===== src/sbw_pkg.sv =====
package sbw_pkg;
    localparam int          ADDR_W       = 6;
    localparam int          DATA_W       = 32;
    // Register byte offsets
    localparam logic [5:0]  OFS_BAUD     = 6'h00;
    localparam logic [5:0]  OFS_SFINE    = 6'h04;
    localparam logic [5:0]  OFS_RFINE    = 6'h08;
    localparam logic [5:0]  OFS_CTRL     = 6'h0C;
    localparam logic [5:0]  OFS_RDATA    = 6'h10;
    localparam logic [5:0]  OFS_IRQ_STAT = 6'h14;
    localparam logic [5:0]  OFS_IRQ_CLR  = 6'h18;
    localparam logic [5:0]  OFS_IRQ_EN   = 6'h1C;
    // baud_rate_register fields
    localparam int          BAUD_CS_LSB  = 6;
    localparam int          BAUD_SS_LSB  = 3;
    localparam int          BAUD_RS_LSB  = 0;
    // Control register fields
    localparam int          CTRL_TX_EN   = 0;
    localparam int          CTRL_RX_EN   = 1;
    localparam int          CTRL_MUTE    = 2;
    localparam int          CTRL_WAKE    = 3;
    // Event bit positions (status, clear and enable share the layout)
    localparam int          EV_RDF       = 0;
    localparam int          EV_IDLE      = 1;
    localparam int          EV_WAKE      = 2;
    localparam int          EV_N         = 3;
    // Reset values
    localparam logic [7:0]  RST_BAUD     = 8'h00;
    localparam logic [7:0]  RST_FINE     = 8'h00;
    localparam logic [3:0]  RST_CTRL     = 4'h0;
    // Divider constants
    localparam int          OVERSAMPLE   = 16;
    localparam int          PER_W        = 19;
    localparam logic [3:0]  COARSE_1     = 4'h1;
    localparam logic [3:0]  COARSE_3     = 4'h3;
    localparam logic [3:0]  COARSE_4     = 4'h4;
    localparam logic [3:0]  COARSE_13    = 4'hD;
    localparam int          CHAR_W       = 9;

    typedef enum logic [1:0] {
        SBW_BUS_IDLE = 2'b01,
        SBW_BUS_ACK  = 2'b10
    } sbw_bus_e;
endpackage


===== src/sbw_serial_baud_and_wakeup.sv =====
// What this block does
// - Separate send and receive rates, divided by 16
// - Coarse select picks 1, 3, 4 or 13
// - Send select picks power-of-two ratio to 128
// - Receive select picks independent power-of-two ratio
// - Fine prescaler divides further by 1..255
// - Fine value zero leaves conventional rate
// - Fine rate is clock/16/fine/coarse/ratio
// - Muted receiver sets no flags but wake (and data full on address wake)
// - Wake method bit: idle or address mark
// - Idle wake clears mute, no idle flag
// - Address wake clears mute, sets data full
`timescale 1ns/100ps
`default_nettype none
module sbw_serial_baud_and_wakeup
#(
    parameter int unsigned CLK_HZ = 125000000
)
(
    input  wire logic                        clk,
    input  wire logic                        rst_n,
    input  wire logic                        ce,
    input  wire logic [sbw_pkg::ADDR_W-1:0]  avs_address,
    input  wire logic                        avs_read,
    input  wire logic                        avs_write,
    input  wire logic [sbw_pkg::DATA_W-1:0]  avs_writedata,
    input  wire logic [3:0]                  avs_byteenable,
    output logic      [sbw_pkg::DATA_W-1:0]  avs_readdata,
    output logic                             avs_waitrequest,
    input  wire logic                        rx_char_valid,
    input  wire logic [sbw_pkg::CHAR_W-1:0]  rx_char_data,
    input  wire logic                        rx_char_msb,
    input  wire logic                        rx_idle_frame,
    output logic                             tx_sample_tick,
    output logic                             tx_bit_tick,
    output logic                             rx_sample_tick,
    output logic                             rx_bit_tick,
    output logic                             tx_enable,
    output logic                             rx_enable,
    output logic                             receiver_mute,
    output logic                             irq
);
    import sbw_pkg::*;

    logic [7:0]             baud_rate_register;
    logic [7:0]             send_fine_register;
    logic [7:0]             receive_fine_register;
    logic                   wake_method;
    logic [CHAR_W-1:0]      rx_data;
    logic [EV_N-1:0]        irq_status;
    logic [EV_N-1:0]        irq_enable;
    sbw_bus_e               bus_state;
    logic                   acc;
    logic                   wr_hit;
    logic                   rd_hit;
    logic                   wr_lo;
    logic [DATA_W-1:0]      next_readdata;
    logic [1:0]             coarse_divisor_select;
    logic [2:0]             send_divisor_select;
    logic [2:0]             receive_divisor_select;
    logic [3:0]             coarse_divisor;
    logic [1:0]             dir_en;
    logic                   dir_sample [2];
    logic                   dir_bit    [2];
    logic [2:0]             dir_sel   [2];
    logic [7:0]             dir_fine  [2];
    logic                   wake_idle;
    logic                   wake_addr;
    logic                   rx_accept;
    logic [EV_N-1:0]        ev_set;
    logic [EV_N-1:0]        ev_clr;

    // Bus slave: every access answers after one wait cycle
    // A frozen slave keeps waitrequest high so no write is dropped
    assign acc             = avs_read | avs_write;
    assign avs_waitrequest = acc & (~ce | (bus_state != SBW_BUS_ACK));
    assign wr_hit          = ce & avs_write & (bus_state == SBW_BUS_ACK);
    assign rd_hit          = ce & avs_read & (bus_state == SBW_BUS_ACK);
    assign wr_lo           = wr_hit & avs_byteenable[0];

    // Two-state answer sequencer; ce low parks it where it is
    always_ff @(posedge clk)
    begin
        if (!rst_n)
            bus_state <= SBW_BUS_IDLE;
        else if (ce)
        begin
            unique case (bus_state)
                SBW_BUS_IDLE:
                begin
                    if (acc)
                        bus_state <= SBW_BUS_ACK;
                end
                SBW_BUS_ACK:
                    bus_state <= SBW_BUS_IDLE;
            endcase
        end
    end

    always_comb
    begin
        next_readdata = '0;
        unique case (avs_address)
            OFS_BAUD:     next_readdata[7:0] = baud_rate_register;
            OFS_SFINE:    next_readdata[7:0] = send_fine_register;
            OFS_RFINE:    next_readdata[7:0] = receive_fine_register;
            OFS_CTRL:
            begin
                next_readdata[CTRL_TX_EN] = tx_enable;
                next_readdata[CTRL_RX_EN] = rx_enable;
                next_readdata[CTRL_MUTE]  = receiver_mute;
                next_readdata[CTRL_WAKE]  = wake_method;
            end
            OFS_RDATA:    next_readdata[CHAR_W-1:0] = rx_data;
            OFS_IRQ_STAT: next_readdata[EV_N-1:0]   = irq_status;
            OFS_IRQ_EN:   next_readdata[EV_N-1:0]   = irq_enable;
            // Clear register is write-only; unmapped reads give zero
            default:      next_readdata = '0;
        endcase
    end

    // Captured in the first cycle so the data stand at the answer edge
    always_ff @(posedge clk)
    begin
        if (!rst_n)
            avs_readdata <= '0;
        else if (ce && avs_read && bus_state == SBW_BUS_IDLE)
            avs_readdata <= next_readdata;
    end

    // Divisor registers; changing them while enabled is the software's hazard
    always_ff @(posedge clk)
    begin
        if (!rst_n)
            baud_rate_register <= RST_BAUD;
        else if (wr_lo && avs_address == OFS_BAUD)
            baud_rate_register <= avs_writedata[7:0];
    end

    always_ff @(posedge clk)
    begin
        if (!rst_n)
            send_fine_register <= RST_FINE;
        else if (wr_lo && avs_address == OFS_SFINE)
            send_fine_register <= avs_writedata[7:0];
    end

    always_ff @(posedge clk)
    begin
        if (!rst_n)
            receive_fine_register <= RST_FINE;
        else if (wr_lo && avs_address == OFS_RFINE)
            receive_fine_register <= avs_writedata[7:0];
    end

    // Control bits; mute lives apart because hardware also clears it
    always_ff @(posedge clk)
    begin
        if (!rst_n)
            tx_enable <= RST_CTRL[CTRL_TX_EN];
        else if (wr_lo && avs_address == OFS_CTRL)
            tx_enable <= avs_writedata[CTRL_TX_EN];
    end

    always_ff @(posedge clk)
    begin
        if (!rst_n)
            rx_enable <= RST_CTRL[CTRL_RX_EN];
        else if (wr_lo && avs_address == OFS_CTRL)
            rx_enable <= avs_writedata[CTRL_RX_EN];
    end

    always_ff @(posedge clk)
    begin
        if (!rst_n)
            wake_method <= RST_CTRL[CTRL_WAKE];
        else if (wr_lo && avs_address == OFS_CTRL)
            wake_method <= avs_writedata[CTRL_WAKE];
    end

    // One baud register feeds both directions' selects
    assign coarse_divisor_select  = baud_rate_register[BAUD_CS_LSB +: 2];
    assign send_divisor_select    = baud_rate_register[BAUD_SS_LSB +: 3];
    assign receive_divisor_select = baud_rate_register[BAUD_RS_LSB +: 3];

    always_comb
    begin
        unique case (coarse_divisor_select)
            2'h0: coarse_divisor = COARSE_1;
            2'h1: coarse_divisor = COARSE_3;
            2'h2: coarse_divisor = COARSE_4;
            2'h3: coarse_divisor = COARSE_13;
        endcase
    end

    assign dir_sel[0]  = send_divisor_select;
    assign dir_sel[1]  = receive_divisor_select;
    assign dir_fine[0] = send_fine_register;
    assign dir_fine[1] = receive_fine_register;
    assign dir_en      = {rx_enable, tx_enable};

    // one divider chain per direction, enable pulses only
    for (genvar d = 0; d < 2; d++)
    begin : g_chain
        logic [PER_W-1:0] period;
        logic [PER_W-1:0] pre_cnt;
        logic [3:0]       os_cnt;
        logic [7:0]       fine_eff;
        logic [11:0]      pre_prod;
        logic             pre_hit;

        // zero fine value bypasses the fine prescaler
        assign fine_eff = (dir_fine[d] == 8'h00) ? 8'h01 : dir_fine[d];
        // fine factor joins the prescale product
        assign pre_prod = 12'(fine_eff) * 12'(coarse_divisor);
        // fine times coarse times power-of-two ratio
        assign period   = PER_W'({7'h00, pre_prod} << dir_sel[d]);
        // Prescale wrap marks the end of one sample period
        assign pre_hit  = dir_en[d] & (pre_cnt >= period - PER_W'(1));

        always_ff @(posedge clk)
        begin
            if (!rst_n)
                pre_cnt <= '0;
            else if (ce)
            begin
                if (!dir_en[d] || pre_hit)
                    pre_cnt <= '0;
                else
                    pre_cnt <= pre_cnt + PER_W'(1);
            end
        end

        // bit rate is sample rate over 16
        always_ff @(posedge clk)
        begin
            if (!rst_n)
                os_cnt <= '0;
            else if (ce)
            begin
                if (!dir_en[d])
                    os_cnt <= '0;
                else if (pre_hit)
                    os_cnt <= os_cnt + 4'h1;
            end
        end

        // Registered enables, so no logic runs on a derived clock
        always_ff @(posedge clk)
        begin
            if (!rst_n)
            begin
                dir_sample[d] <= 1'b0;
                dir_bit[d]    <= 1'b0;
            end
            else if (ce)
            begin
                dir_sample[d] <= pre_hit;
                dir_bit[d]    <= pre_hit & (os_cnt == 4'(OVERSAMPLE - 1));
            end
        end
    end

    // Tick outputs are the chain registers themselves
    assign tx_sample_tick = dir_sample[0];
    assign rx_sample_tick = dir_sample[1];
    assign tx_bit_tick    = dir_bit[0];
    assign rx_bit_tick    = dir_bit[1];

    // wake method picks the wake source
    // idle frame wakes, without flagging idle
    assign wake_idle = receiver_mute & ~wake_method & rx_idle_frame;
    // address mark word wakes and is kept
    assign wake_addr = receiver_mute & wake_method & rx_char_valid & rx_char_msb;
    // muted receiver accepts nothing but the waking word
    assign rx_accept = rx_char_valid & (~receiver_mute | wake_addr);

    // Software write wins over a same-cycle hardware wake
    always_ff @(posedge clk)
    begin
        if (!rst_n)
            receiver_mute <= RST_CTRL[CTRL_MUTE];
        else if (wr_lo && avs_address == OFS_CTRL)
            receiver_mute <= avs_writedata[CTRL_MUTE];
        else if (ce && (wake_idle || wake_addr))
            receiver_mute <= 1'b0;
    end

    // Kept word holds until the next accepted one; no overrun tracking
    always_ff @(posedge clk)
    begin
        if (!rst_n)
            rx_data <= '0;
        else if (ce && rx_accept)
            rx_data <= rx_char_data;
    end

    // no event while muted, except the wake flag and the address wake's data full
    always_comb
    begin
        ev_set          = '0;
        ev_set[EV_RDF]  = rx_accept;
        ev_set[EV_IDLE] = rx_idle_frame & ~receiver_mute;
        ev_set[EV_WAKE] = wake_idle | wake_addr;
    end

    // Reading the received word retires its full flag
    always_comb
    begin
        ev_clr = '0;
        if (wr_lo && avs_address == OFS_IRQ_CLR)
            ev_clr = avs_writedata[EV_N-1:0];
        if (rd_hit && avs_address == OFS_RDATA)
            ev_clr[EV_RDF] = 1'b1;
    end

    // Set beats clear so an event in the clearing cycle is kept
    always_ff @(posedge clk)
    begin
        if (!rst_n)
            irq_status <= '0;
        else if (ce)
            irq_status <= (irq_status & ~ev_clr) | ev_set;
    end

    always_ff @(posedge clk)
    begin
        if (!rst_n)
            irq_enable <= '0;
        else if (wr_lo && avs_address == OFS_IRQ_EN)
            irq_enable <= avs_writedata[EV_N-1:0];
    end

    // Level interrupt: any enabled sticky event
    assign irq = |(irq_status & irq_enable);
endmodule
`default_nettype wire


===== config.mk =====
export PLATFORM = sky130hd
export DESIGN_NAME = sbw_serial_baud_and_wakeup
export DESIGN_NICKNAME = d
export VERILOG_FILES = /design/src/sbw_pkg.sv /design/src/sbw_serial_baud_and_wakeup.sv
export SDC_FILE = /design/constraint.sdc
export NUM_CORES = 1
export LEC_CHECK = 0
export BUFFER_PORTS_ARGS = -buffer_cell sky130_fd_sc_hd__buf_2
export CORE_ASPECT_RATIO = 1.75
export CORE_MARGIN = 2
export CORE_UTILIZATION = 40
export CTS_BUF_LIST = sky130_fd_sc_hd__clkbuf_4
export CTS_CLUSTER_DIAMETER = 100
export DETAILED_ROUTE_END_ITERATION = 10
export PLACE_DENSITY_LB_ADDON = 0.2
export RECOVER_POWER = 50
export REMOVE_ABC_BUFFERS = 1
export SYNTH_ARGS = -nofsm -noshare
export SYNTH_HDL_FRONTEND = slang
export SYNTH_SLANG_ARGS = --single-unit

===== constraint.sdc =====
create_clock -name clk -period 6.5 [get_ports clk]
set_input_delay 0.65 -clock clk [delete_from_list [all_inputs] [get_ports clk]]
set_output_delay 0.65 -clock clk [all_outputs]
set_load 0.05 [all_outputs]

==> results of run 1 <==
==> cell usage after synthesis, drive strengths merged, types with 24 or more instances <==
library cell | n | area [um2]
a21oi | 48 | 252
ha | 76 | 951
xnor2 | 37 | 324
and3 | 31 | 194
nor2 | 103 | 392
mux2i | 56 | 561
nor2b | 54 | 338
o21ai | 62 | 322
dfxtp | 102 | 2040
a21o | 28 | 210
nand3 | 35 | 180
fa | 24 | 480
and2 | 50 | 313
clkbuf | 41 | 156
nand2 | 110 | 413
nor3 | 26 | 135
buf | 43 | 262
inv | 58 | 218
xor2 | 33 | 289
==> kinds of logic after synthesis <==
family | after synthesis
simple gates | 494
compound gates | 282
buf+inv | 144
flops | 104
fa+ha+maj | 100
xor+xnor | 70
mux | 65
other cells | 1
==> worst max-delay path, cell delays in order, from the launching register on <==
cell,delay (ns)
dfxtp_1,0.35
nor4_2,0.30
a21oi_2,0.11
nor2_2,0.15
fa_1,0.46
fa_1,0.55
inv_1,0.08
fa_2,0.42
nand2b_4,0.17
a211oi_2,0.18
buf_4,0.17
a211o_1,0.14
a211oi_2,0.06
a311oi_2,0.40
nor2_1,0.11
or3b_4,0.44
buf_4,0.17
nor4b_2,0.31
xnor2_1,0.23
ha_1,0.32
a211o_1,0.31
nor3_2,0.14
o21a_2,0.22
buf_4,0.13
nor4_1,0.04
o31a_1,0.27
==> area by class of cell <==
| class | count | area, um2 | share of cell area, % |
|---|---|---|---|
| repair buffers | 175 | 1250 | 10.4 |
| diodes | 4 | 10.0 | 0.0836 |
| clock buffers | 9 | 67.6 | 0.564 |
| flip-flops and latches | 104 | 2110 | 17.6 |
| multi-input cells | 1034 | 7880 | 65.8 |
| inverters | 60 | 225 | 1.88 |
| clock inverters | 7 | 45.0 | 0.376 |
| well taps | 316 | 395 | 3.30 |
==> what timing repair did <==
item	4_1_cts	5_1_grt
cloned	0	3
pin swaps	3	36
gates resized for setup	10	78
endpoints found under the setup margin	44	49
buffers inserted	0	8
==> registers in the layout (all words and copies together), names as in the netlist, 3 cells and up <==
signal,flops
avs_readdata,9
irq_enable,3
send_fine_register,8
receive_fine_register,8
irq_status,3
g_chain.pre_cnt,38
baud_rate_register,8
rx_data,9
g_chain.os_cnt,8
==> final timing paths <==
kind | to | from | slack (ns)
worst min-delay path | rx_data[1] | rx_char_data[1] | 0.38
worst max-delay path | g_chain[0].os_cnt[0] | send_fine_register[6] | 0.20
worst max register to register | g_chain[0].os_cnt[0] | send_fine_register[6] | 0.20
worst min register to register | dir_bit[1] | dir_bit[1] | 0.45
==> through the flow <==
stage | area, um2 | hold slack (ns)
2_1_floorplan | 9830 | 0.436
3_3_place_gp | 11400 | 0.428
3_5_place_dp | 11400 | 0.433
4_1_cts | 11500 | 0.342
5_1_grt | 12000 | 0.375
6_report | 12000 | 0.379
==> layout by cell type (no fill, tap or decap), types with 6 or more instances in the layout <==
| master | instances |
|---|---|
| buf_2 | 49 |
| o31ai_1 | 8 |
| and2_1 | 49 |
| o21a_1 | 11 |
| dfxtp_1 | 99 |
| a211o_1 | 6 |
| conb_1 | 23 |
| buf_4 | 120 |
| a21boi_0 | 7 |
| a21o_1 | 28 |
| fa_1 | 22 |
| nor2_1 | 97 |
| nor4_2 | 6 |
| ha_1 | 73 |
| a31oi_1 | 6 |
| o21ai_0 | 46 |
| xnor2_1 | 35 |
| nor2b_1 | 53 |
| a21oi_2 | 8 |
| nor2_2 | 6 |
| mux2i_1 | 56 |
| xor2_1 | 32 |
| nand3_1 | 33 |
| inv_1 | 56 |
| o211ai_1 | 17 |
| nand4_1 | 16 |
| nor3_1 | 23 |
| or3_1 | 7 |
| nand2b_1 | 11 |
| a21oi_1 | 40 |
| o21ai_1 | 12 |
| nand2_1 | 108 |
| a22oi_1 | 8 |
| and3_1 | 31 |
| clkbuf_4 | 9 |
==> per-layer routing <==
layer	track usage [%]	part of all wire, %
met3	2.27	2.0
met5	0	0.042
met2	41.6	58
met4	10.1	3.7
met1	19.4	36
==> power groups by stage <==
stage / sequential (uW) / combinational [uW] / clock [uW]
3_3_place_gp: 663 / 106 / 0
2_1_floorplan: 665 / 59.1 / 0
4_1_cts: 649 / 106 / 324
6_report: 649 / 112 / 309
3_5_place_dp: 663 / 106 / 0
5_1_grt: 650 / 119 / 343
==> summary.txt, run 1 <==
Status
  – Run status: finished, final reports clean

CTS
  – CTS HTree Levels: 3
  – CTS root buffer: clkbuf_4
  – Worst-Skew Late Latency: 0.53 ns
  – CTS Sinks: 104
  – Max clock buf depth: 2
  – TritonCTS clock tree: yes
  – Total CTS buffers: 9
  – # hold bufs at CTS: 0
  – Clock slew seen by the registers of the worst setup and hold paths: 0.16 ns

Global routing
  – Global-route wire length before repair: approximately 45,000 um
  – Largest net degree at the start of global routing: 67
  – Initial antenna violation count: 3
  – Number of global-route vias before repair: 9,390
  – GRT Util Overall: about a fifth
  – GRT overflow: 0

Power and ir drop
  – Max IR drop VDD: 0.0865 mV
  – Static Leakage: about 0.0051 uW
  – Sw Ratio: about 30%
  – Clock share of power: 28.9%
  – Sw Pwr: around 310 uW
  – Pint: 756 uW
  – Sequential Power Share: about three fifths
  – Comb pwr share: about a tenth
  – Pwr dens: slightly below 90 nW/um2
  – Overall Power: 1070 uW

Timing
  – FMAX: 159 MHz
  – Period utilisation layout: a little over nine tenths
  – Slew headroom: between 20% and 30%
  – Slew of the pin with the lowest slew margin: ~1.1 ns
  – Setup_tns: 0 ns
  – Final Max Slew Viols: 0
  – Final setup skew: 0.0279 ns
  – Unrepaired setup endpoints after global routing: true
  – Final Hold Fails: 0
  – Min Clock Period, post-route: roughly 6.3 ns
  – Final worst setup slack: about 0.20 ns
  – Final setup fails: 0

Synthesis
  – Mapped Avg Cell Area: ~8.1 um2
  – Post-Synth Simple-Gate Area: approximately 26%
  – Main flop type after synthesis: dfxtp_1
  – Distinct cells, synth: 95
  – Async SR Flop Fraction: 0%
  – Synth warn: 0
  – Post-Synth Adder-Cell Area: 14.1%
  – Synth Register Bits: around 100
  – Combinational family with the most area after synthesis: simple AND/OR/NAND/NOR gates
  – Cell Area, Synth: ~10,000 um2
  – Compound-Gate Fraction of Synth Area: about 20%
  – Post-Synthesis Cells: around 1,300
  – Synth Area in XOR/XNOR: approximately 6.0%
  – Post-synthesis mux area share: around 7%
  – Seq/Total Area, Yosys: about a fifth
  – EDFF count, synth: 2

Critical path
  – R2R cell count: 25
  – Worst Path Required: 6.94 ns
  – CP Class: reg -> reg
  – CP arrival: ~6.7 ns
  – Crit-path max FO: 6
  – CP Launch Type: flip-flop
  – Critical path capture point type: flip-flop

Die
  – Starting Density: a little over 40%
  – I/O pin count: 100
  – Chip height: about 210 um
  – Std-Cell Rows: 77
  – Die ar.: between 20,000 and 30,000 um2
  – Core ar.: 25,100 um2
  – Die Width: between 100 and 150 um

Finish
  – Layout fillers: roughly 2,500
  – Core Util, Final: 47.6%
  – Synthesis-to-finish area growth: 17.8%
  – Final Instance Count excl. Fillers: 1,709
  – Nets@finish: around 1,500
  – Layout cells sized above 1: 21.2%

Routing
  – DRC errors left: 0
  – Post-Route WL: 28,400 um
  – Drt first pass iters: 5
  – Wire per inst: about 17 um
  – Starting DRC count in detailed routing: between 300 and 400
  – Vias: 9,448
  – Post-route ant nets: 0
  – Vias per inst: between 5 and 6

Placement
  – IO Port Bufs: between 40 and 50
  – Placed cell count: 1,678
  – Dpl hpwl: ~22,000 um
  – GPL Wtd Cong: around 0.86
  – Place WS: -0.211 ns

Worst hold path
  – Min-Delay Path Class: in -> reg
  – Hold depth: 3

Run
  – Max-Cap Viols: 0
(Power assumes the default switching activity.)
==> inputs of run 2 (changes only) <==
--- a/config.mk
+++ b/config.mk
@@ -10,11 +10,9 @@
 export CORE_MARGIN = 2
 export CORE_UTILIZATION = 40
 export CTS_BUF_LIST = sky130_fd_sc_hd__clkbuf_4
-export CTS_CLUSTER_DIAMETER = 100
 export DETAILED_ROUTE_END_ITERATION = 10
 export PLACE_DENSITY_LB_ADDON = 0.2
 export RECOVER_POWER = 50
-export REMOVE_ABC_BUFFERS = 1
 export SYNTH_ARGS = -nofsm -noshare
 export SYNTH_HDL_FRONTEND = slang
 export SYNTH_SLANG_ARGS = --single-unit
==> summary.txt, run 2 (synthesis gave the netlist of run 1 again) <==
Worst hold path
  – Hold depth: 3
  – Hold path endpoint: rx_data[1]
  – Min-delay src: rx_char_data[1]
  – Min-Delay Path Class: in -> reg

Global routing
  – Largest net degree at the start of global routing: 67
  – Initial antenna violation count: 3
  – GRT overflow: 0
  – Number of global-route vias before repair: 9,293
  – Global-route wire length before repair: 46,200 um
  – GRT Util Overall: between 20% and 30%

Finish
  – Synthesis-to-finish area growth: 18.4%
  – Core Util, Final: between 40 and 50%
  – Layout cells sized above 1: 20.3%
  – Nets@finish: 1,545
  – Biggest register: g_chain.pre_cnt
  – Commonest cells after routing, fill and taps aside: 120 x buf_4, 108 x nand2_1, 98 x dfxtp_1, 95 x nor2_1, 72 x ha_1
  – Max reg flops: 38
  – Largest registers: g_chain.pre_cnt: 38 flops, avs_readdata: 9 flops, rx_data: 9 flops
  – Commonest non-fill, non-tap cell in the layout: buf_4

CTS
  – CTS Sinks: between 100 and 150
  – Worst-Skew Late Latency: 0.48 ns
  – # hold bufs at CTS: 0
  – CTS root buffer: clkbuf_4
  – Clock slew seen by the registers of the worst setup and hold paths: ~0.18 ns
  – Total CTS buffers: 9
  – TritonCTS clock tree: yes
  – CTS HTree Levels: 3
  – Max clock buf depth: 2

Placement
  – Dpl hpwl: approximately 23,000 um
  – IO Port Bufs: approximately 50
  – GPL Wtd Cong: between 0.8 and 0.9

Power and ir drop
  – Pwr dens: 90.3 nW/um2
  – Static Leakage: between 0.005 and 0.006 uW
  – Max IR drop VDD: 0.0845 mV

Routing
  – Starting DRC count in detailed routing: slightly above 400
  – Drt first pass iters: 4
  – DRC errors left: 0
  – Post-Route WL: approximately 29,000 um
  – Post-route ant nets: 0
  – Vias per inst: 5.53
  – Wire per inst: between 15 and 20 um
  – Vias: 9,459

Timing
  – Period utilisation layout: 96.5%
  – FMAX: between 150 and 200 MHz
  – Slew headroom: 16.7%
  – Final Max Slew Viols: 0
  – Final setup fails: 0
  – Final Hold Fails: 0
  – Setup_tns: 0 ns
  – Min Clock Period, post-route: between 6 and 7 ns
  – Unrepaired setup endpoints after global routing: true
  – Slew of the pin with the lowest slew margin: 1.25 ns
  – Final setup skew: around 0.030 ns

Critical path
  – Crit-path max FO: 5
  – R2R Setup Slk: between 0.2 and 0.25 ns
  – CP Class: reg -> reg
  – R2R cell count: 25
  – Worst Path Required: around 6.9 ns
  – RR Endpoint: g_chain[0].os_cnt[2]
  – RR Startpoint: send_fine_register[6]
  – WP buf/inv: 4
  – CP Launch Type: flip-flop
  – Crit path max-delay family: adder cells
  – Slowest CP cell: or4_4
  – CP arrival: between 6 and 7 ns
  – CP peak stage delay: ~0.54 ns
  – Critical path capture point type: flip-flop

Die
  – I/O pin count: 100
  – Starting Density: 40.4%
  – Core ar.: approximately 25,000 um2
  – Chip height: 215 um
  – Die Width: between 100 and 150 um
  – Std-Cell Rows: a little under 80
  – Die ar.: between 20,000 and 30,000 um2

Status
  – Run status: finished, final reports clean

Run
  – Max-Cap Viols: 0
run 2: metal layers:
layer / GRT usage [%] / vias up / wire length (um)
met4: 8.69 / 2 / 1160
li1: - / 4722 / -
met1: 20.9 / 4519 / 10500
met5: 0 / - / 13
met3: 2.04 / 65 / 553
met2: 42.6 / 151 / 16500
run 2: per-stage QoR:
stage / setup WS, ns / cells / instance area, um2 / hold WS, ns / power (uW)
2_1_floorplan: 0.0602 / 1282 / 10300 / 0.436 / 745
3_5_place_dp: -0.184 / 1675 / 11300 / 0.430 / 766
4_1_cts: 0.00352 / 1692 / 11500 / 0.399 / 1090
6_report: 0.226 / 1709 / 12000 / 0.419 / 1090
3_3_place_gp: -0.130 / 1675 / 11300 / 0.421 / 765
5_1_grt: -0.0599 / 1708 / 12000 / 0.403 / 1130
run 2: final cells by class:
cell class	instances	area, um2
well taps	316	395
fillers	2542	13100
repair buffers	177	1240
inverters	60	225
flip-flops and latches	104	2110
diodes	2	5.00
clock inverters	6	53.8
clock buffers	10	75.1
multi-input cells	1034	7930
run 2: how the worst max path moves through the flow:
stage               cells after the start                      from  slack, ns                     end
floorplan                              28     baud_rate_register[6]       0.06  g_chain[1].pre_cnt[10]
global placement                       30     send_fine_register[4]      -0.13    g_chain[0].os_cnt[2]
detailed placement                     30     send_fine_register[4]      -0.18    g_chain[0].os_cnt[2]
CTS                                    26  receive_fine_register[5]      0.004  g_chain[1].pre_cnt[12]
global route                           24     baud_rate_register[7]      -0.06  g_chain[1].pre_cnt[18]
finish                                 25     send_fine_register[6]       0.23    g_chain[0].os_cnt[2]
run 2: what timing repair did:
| action | CTS | global route |
|---|---|---|
| gates resized for setup | 14 | 89 |
| hold endpoints to repair | 0 | 0 |
| setup endpoints to repair | 48 | 50 |
| gates cloned | 0 | 2 |
| pin swaps | 1 | 50 |
| setup buffers | 1 | 13 |
run 2: power breakdown:
part | switching (uW) | internal [uW]
clock network | 239 | 90.1
registers | 3.70 | 645
logic | 78.0 | 31.3
run 2: worst min-delay path, delay by kind of cell:
family / cells / cell delay, ns
buf+inv: 1 / 0.08
simple gates: 1 / 0.10
mux: 1 / 0.05
==> inputs of run 3 (changes only) <==
--- a/config.mk
+++ b/config.mk
@@ -6,13 +6,13 @@
 export NUM_CORES = 1
 export LEC_CHECK = 0
 export BUFFER_PORTS_ARGS = -buffer_cell sky130_fd_sc_hd__buf_2
+export CAP_MARGIN = 10
 export CORE_ASPECT_RATIO = 1.75
 export CORE_MARGIN = 2
-export CORE_UTILIZATION = 40
+export CORE_UTILIZATION = 35
 export CTS_BUF_LIST = sky130_fd_sc_hd__clkbuf_4
 export DETAILED_ROUTE_END_ITERATION = 10
 export PLACE_DENSITY_LB_ADDON = 0.2
-export RECOVER_POWER = 50
 export SYNTH_ARGS = -nofsm -noshare
 export SYNTH_HDL_FRONTEND = slang
 export SYNTH_SLANG_ARGS = --single-unit
==> summary.txt, run 3 (synthesis gave the netlist of run 1 again) <==
Die
  – Die ar.: 30,500 um2
  – Chip height: 229 um
  – Starting Density: between 30% and 40%
  – Die Width: 133 um
  – Std-Cell Rows: ~80
  – Core ar.: 28,600 um2
  – I/O pin count: 100

CTS
  – CTS Sinks: between 100 and 150
  – Total CTS buffers: 9
  – Worst-Skew Late Latency: roughly 0.52 ns
  – CTS root buffer: clkbuf_4
  – TritonCTS clock tree: yes
  – Max clock buf depth: 2
  – # hold bufs at CTS: 0
  – Clock slew seen by the registers of the worst setup and hold paths: between 0.15 and 0.2 ns
  – CTS HTree Levels: 3

Timing
  – FMAX: between 150 and 200 MHz
  – Worst hold slack: 0.387 ns
  – Final worst setup slack: about 0.21 ns
  – Final Max Slew Viols: 0
  – Final setup skew: approximately 0.021 ns
  – Slew of the pin with the lowest slew margin: around 1.1 ns
  – Final setup fails: 0
  – Min Clock Period, post-route: 6.29 ns
  – Unrepaired setup endpoints after global routing: true
  – Final Hold Fails: 0
  – Slew headroom: a little over a quarter
  – Period utilisation layout: 96.8%

Placement
  – Place WS: -0.247 ns
  – Post-DP Area: roughly 12,000 um2
  – Dpl hpwl: between 20,000 and 25,000 um
  – GPL Wtd Cong: between 0.8 and 0.9
  – IO Port Bufs: 49

Finish
  – Final Cell Area: about 12,000 um2
  – Commonest non-fill, non-tap cell in the layout: buf_4
  – Synthesis-to-finish area growth: 22.6%
  – Nets@finish: 1,575
  – Layout cells sized above 1: between 20% and 30%
  – Largest registers: g_chain.pre_cnt: 38 flops, avs_readdata: 9 flops, rx_data: 9 flops
  – Biggest register: g_chain.pre_cnt
  – Commonest cells after routing, fill and taps aside: 148 x buf_4, 108 x nand2_1, 99 x dfxtp_1, 83 x nor2_1, 72 x ha_1
  – Max reg flops: 38
  – Layout fillers: roughly 2,900

Critical path
  – CP peak stage delay: about 0.53 ns
  – Critical path capture point type: flip-flop
  – Worst Path Required: 6.97 ns
  – CP arrival: slightly below 7 ns
  – Crit path max-delay family: simple AND/OR/NAND/NOR gates
  – Slowest CP cell: or4_4
  – Crit-path max FO: 8
  – CP Launch Type: flip-flop
  – CP Class: reg -> reg
  – WP buf/inv: 3

Routing
  – Post-Route WL: 29,600 um
  – Vias per inst: about 5.3
  – Post-route ant nets: 0
  – DRC errors left: 0
  – Starting DRC count in detailed routing: 419
  – Drt first pass iters: 4
  – Wire per inst: 16.5 um
  – Vias: approximately 9,600

Power and ir drop
  – Static Leakage: between 0.005 and 0.006 uW
  – Overall Power: about 1100 uW
  – Pwr dens: 86.7 nW/um2
  – Max IR drop VDD: roughly 0.087 mV

Global routing
  – GRT Util Overall: about a fifth
  – GRT overflow: 0
  – Largest net degree at the start of global routing: 67
  – Number of global-route vias before repair: about 9,300
  – Initial antenna violation count: 4
  – Global-route wire length before repair: roughly 47,000 um

Worst hold path
  – Min-Delay Path Class: in -> reg

Status
  – Run status: finished, final reports clean

Run
  – Max-Cap Viols: 0
-- run 3: changes by cell type in the layout (fill, tap and decap cells not counted), moves of 3 or more --
cell      previous run  this run
o21ai_1             10         7
a21oi_2              8         4
nor2_4               1        14
buf_2               29        49
buf_6                3         6
buf_4              120       148
clkbuf_1            21         0
and2_0               7         0
nor2_1              95        83
and2_1              41        49
-- run 3: per-layer routing --
metal / vias up / wire [um] / track usage (%)
met4: 4 / 924 / 6.89
met2: 132 / 17400 / 39.6
li1: 4789 / - / -
met1: 4587 / 10700 / 18.7
met5: - / 19 / 0
met3: 61 / 610 / 2.52
-- run 3: final timing paths --
check,from,end,slack (ns),depth (start not counted)
setup / recovery,receive_fine_register[7],g_chain[1].pre_cnt[16],0.21,26
hold / removal,rx_char_data[1],rx_data[1],0.39,3
setup reg to reg,receive_fine_register[7],g_chain[1].pre_cnt[16],0.21,26
hold reg to reg,dir_bit[1],dir_bit[1],0.46,2
-- run 3: repair_timing --
item,4_1_cts,5_1_grt
resized for setup,14,107
setup buffers,3,16
setup endpoints to repair,48,50
cloned,0,2
pin swaps,14,62
-- run 3: area by class of cell --
class | instances | area [um2] | share of cell area (%)
Sequential cell | 104 | 2110 | 16.9
Multi-Input combinational cell | 1034 | 8030 | 64.4
Tap cell | 378 | 473 | 3.79
Timing Repair Buffer | 207 | 1510 | 12.1
Inverter | 60 | 225 | 1.81
Clock inverter | 6 | 46.3 | 0.371
Antenna cell | 2 | 5.00 | 0.0402
Clock buffer | 10 | 75.1 | 0.602
-- run 3: worst reg2reg max path: cells and delay by family, from the launching register on --
family	cells	cell delay [ns]
fa+ha+maj	4	1.52
compound gates	8	1.42
simple gates	10	2.24
flops	1	0.35
xor+xnor	1	0.17
buf+inv	3	0.57
-- run 3: stage by stage --
step / std cells / TNS [ns] / util [%]
final: 1801 / 0 / 43.5
after global routing: 1801 / -0.762 / 43.5
after CTS: 1783 / 0 / 41.3
after detailed placement: 1764 / -4.49 / 40.6
after global placement: 1764 / -3.97 / 40.6
after floorplan: 1282 / 0 / -
-- run 3: power by group --
part,switching (uW),internal (uW)
Sequential,3.70,645
Combinational,81.6,32.0
Clock,233,85.0
Total,318,762
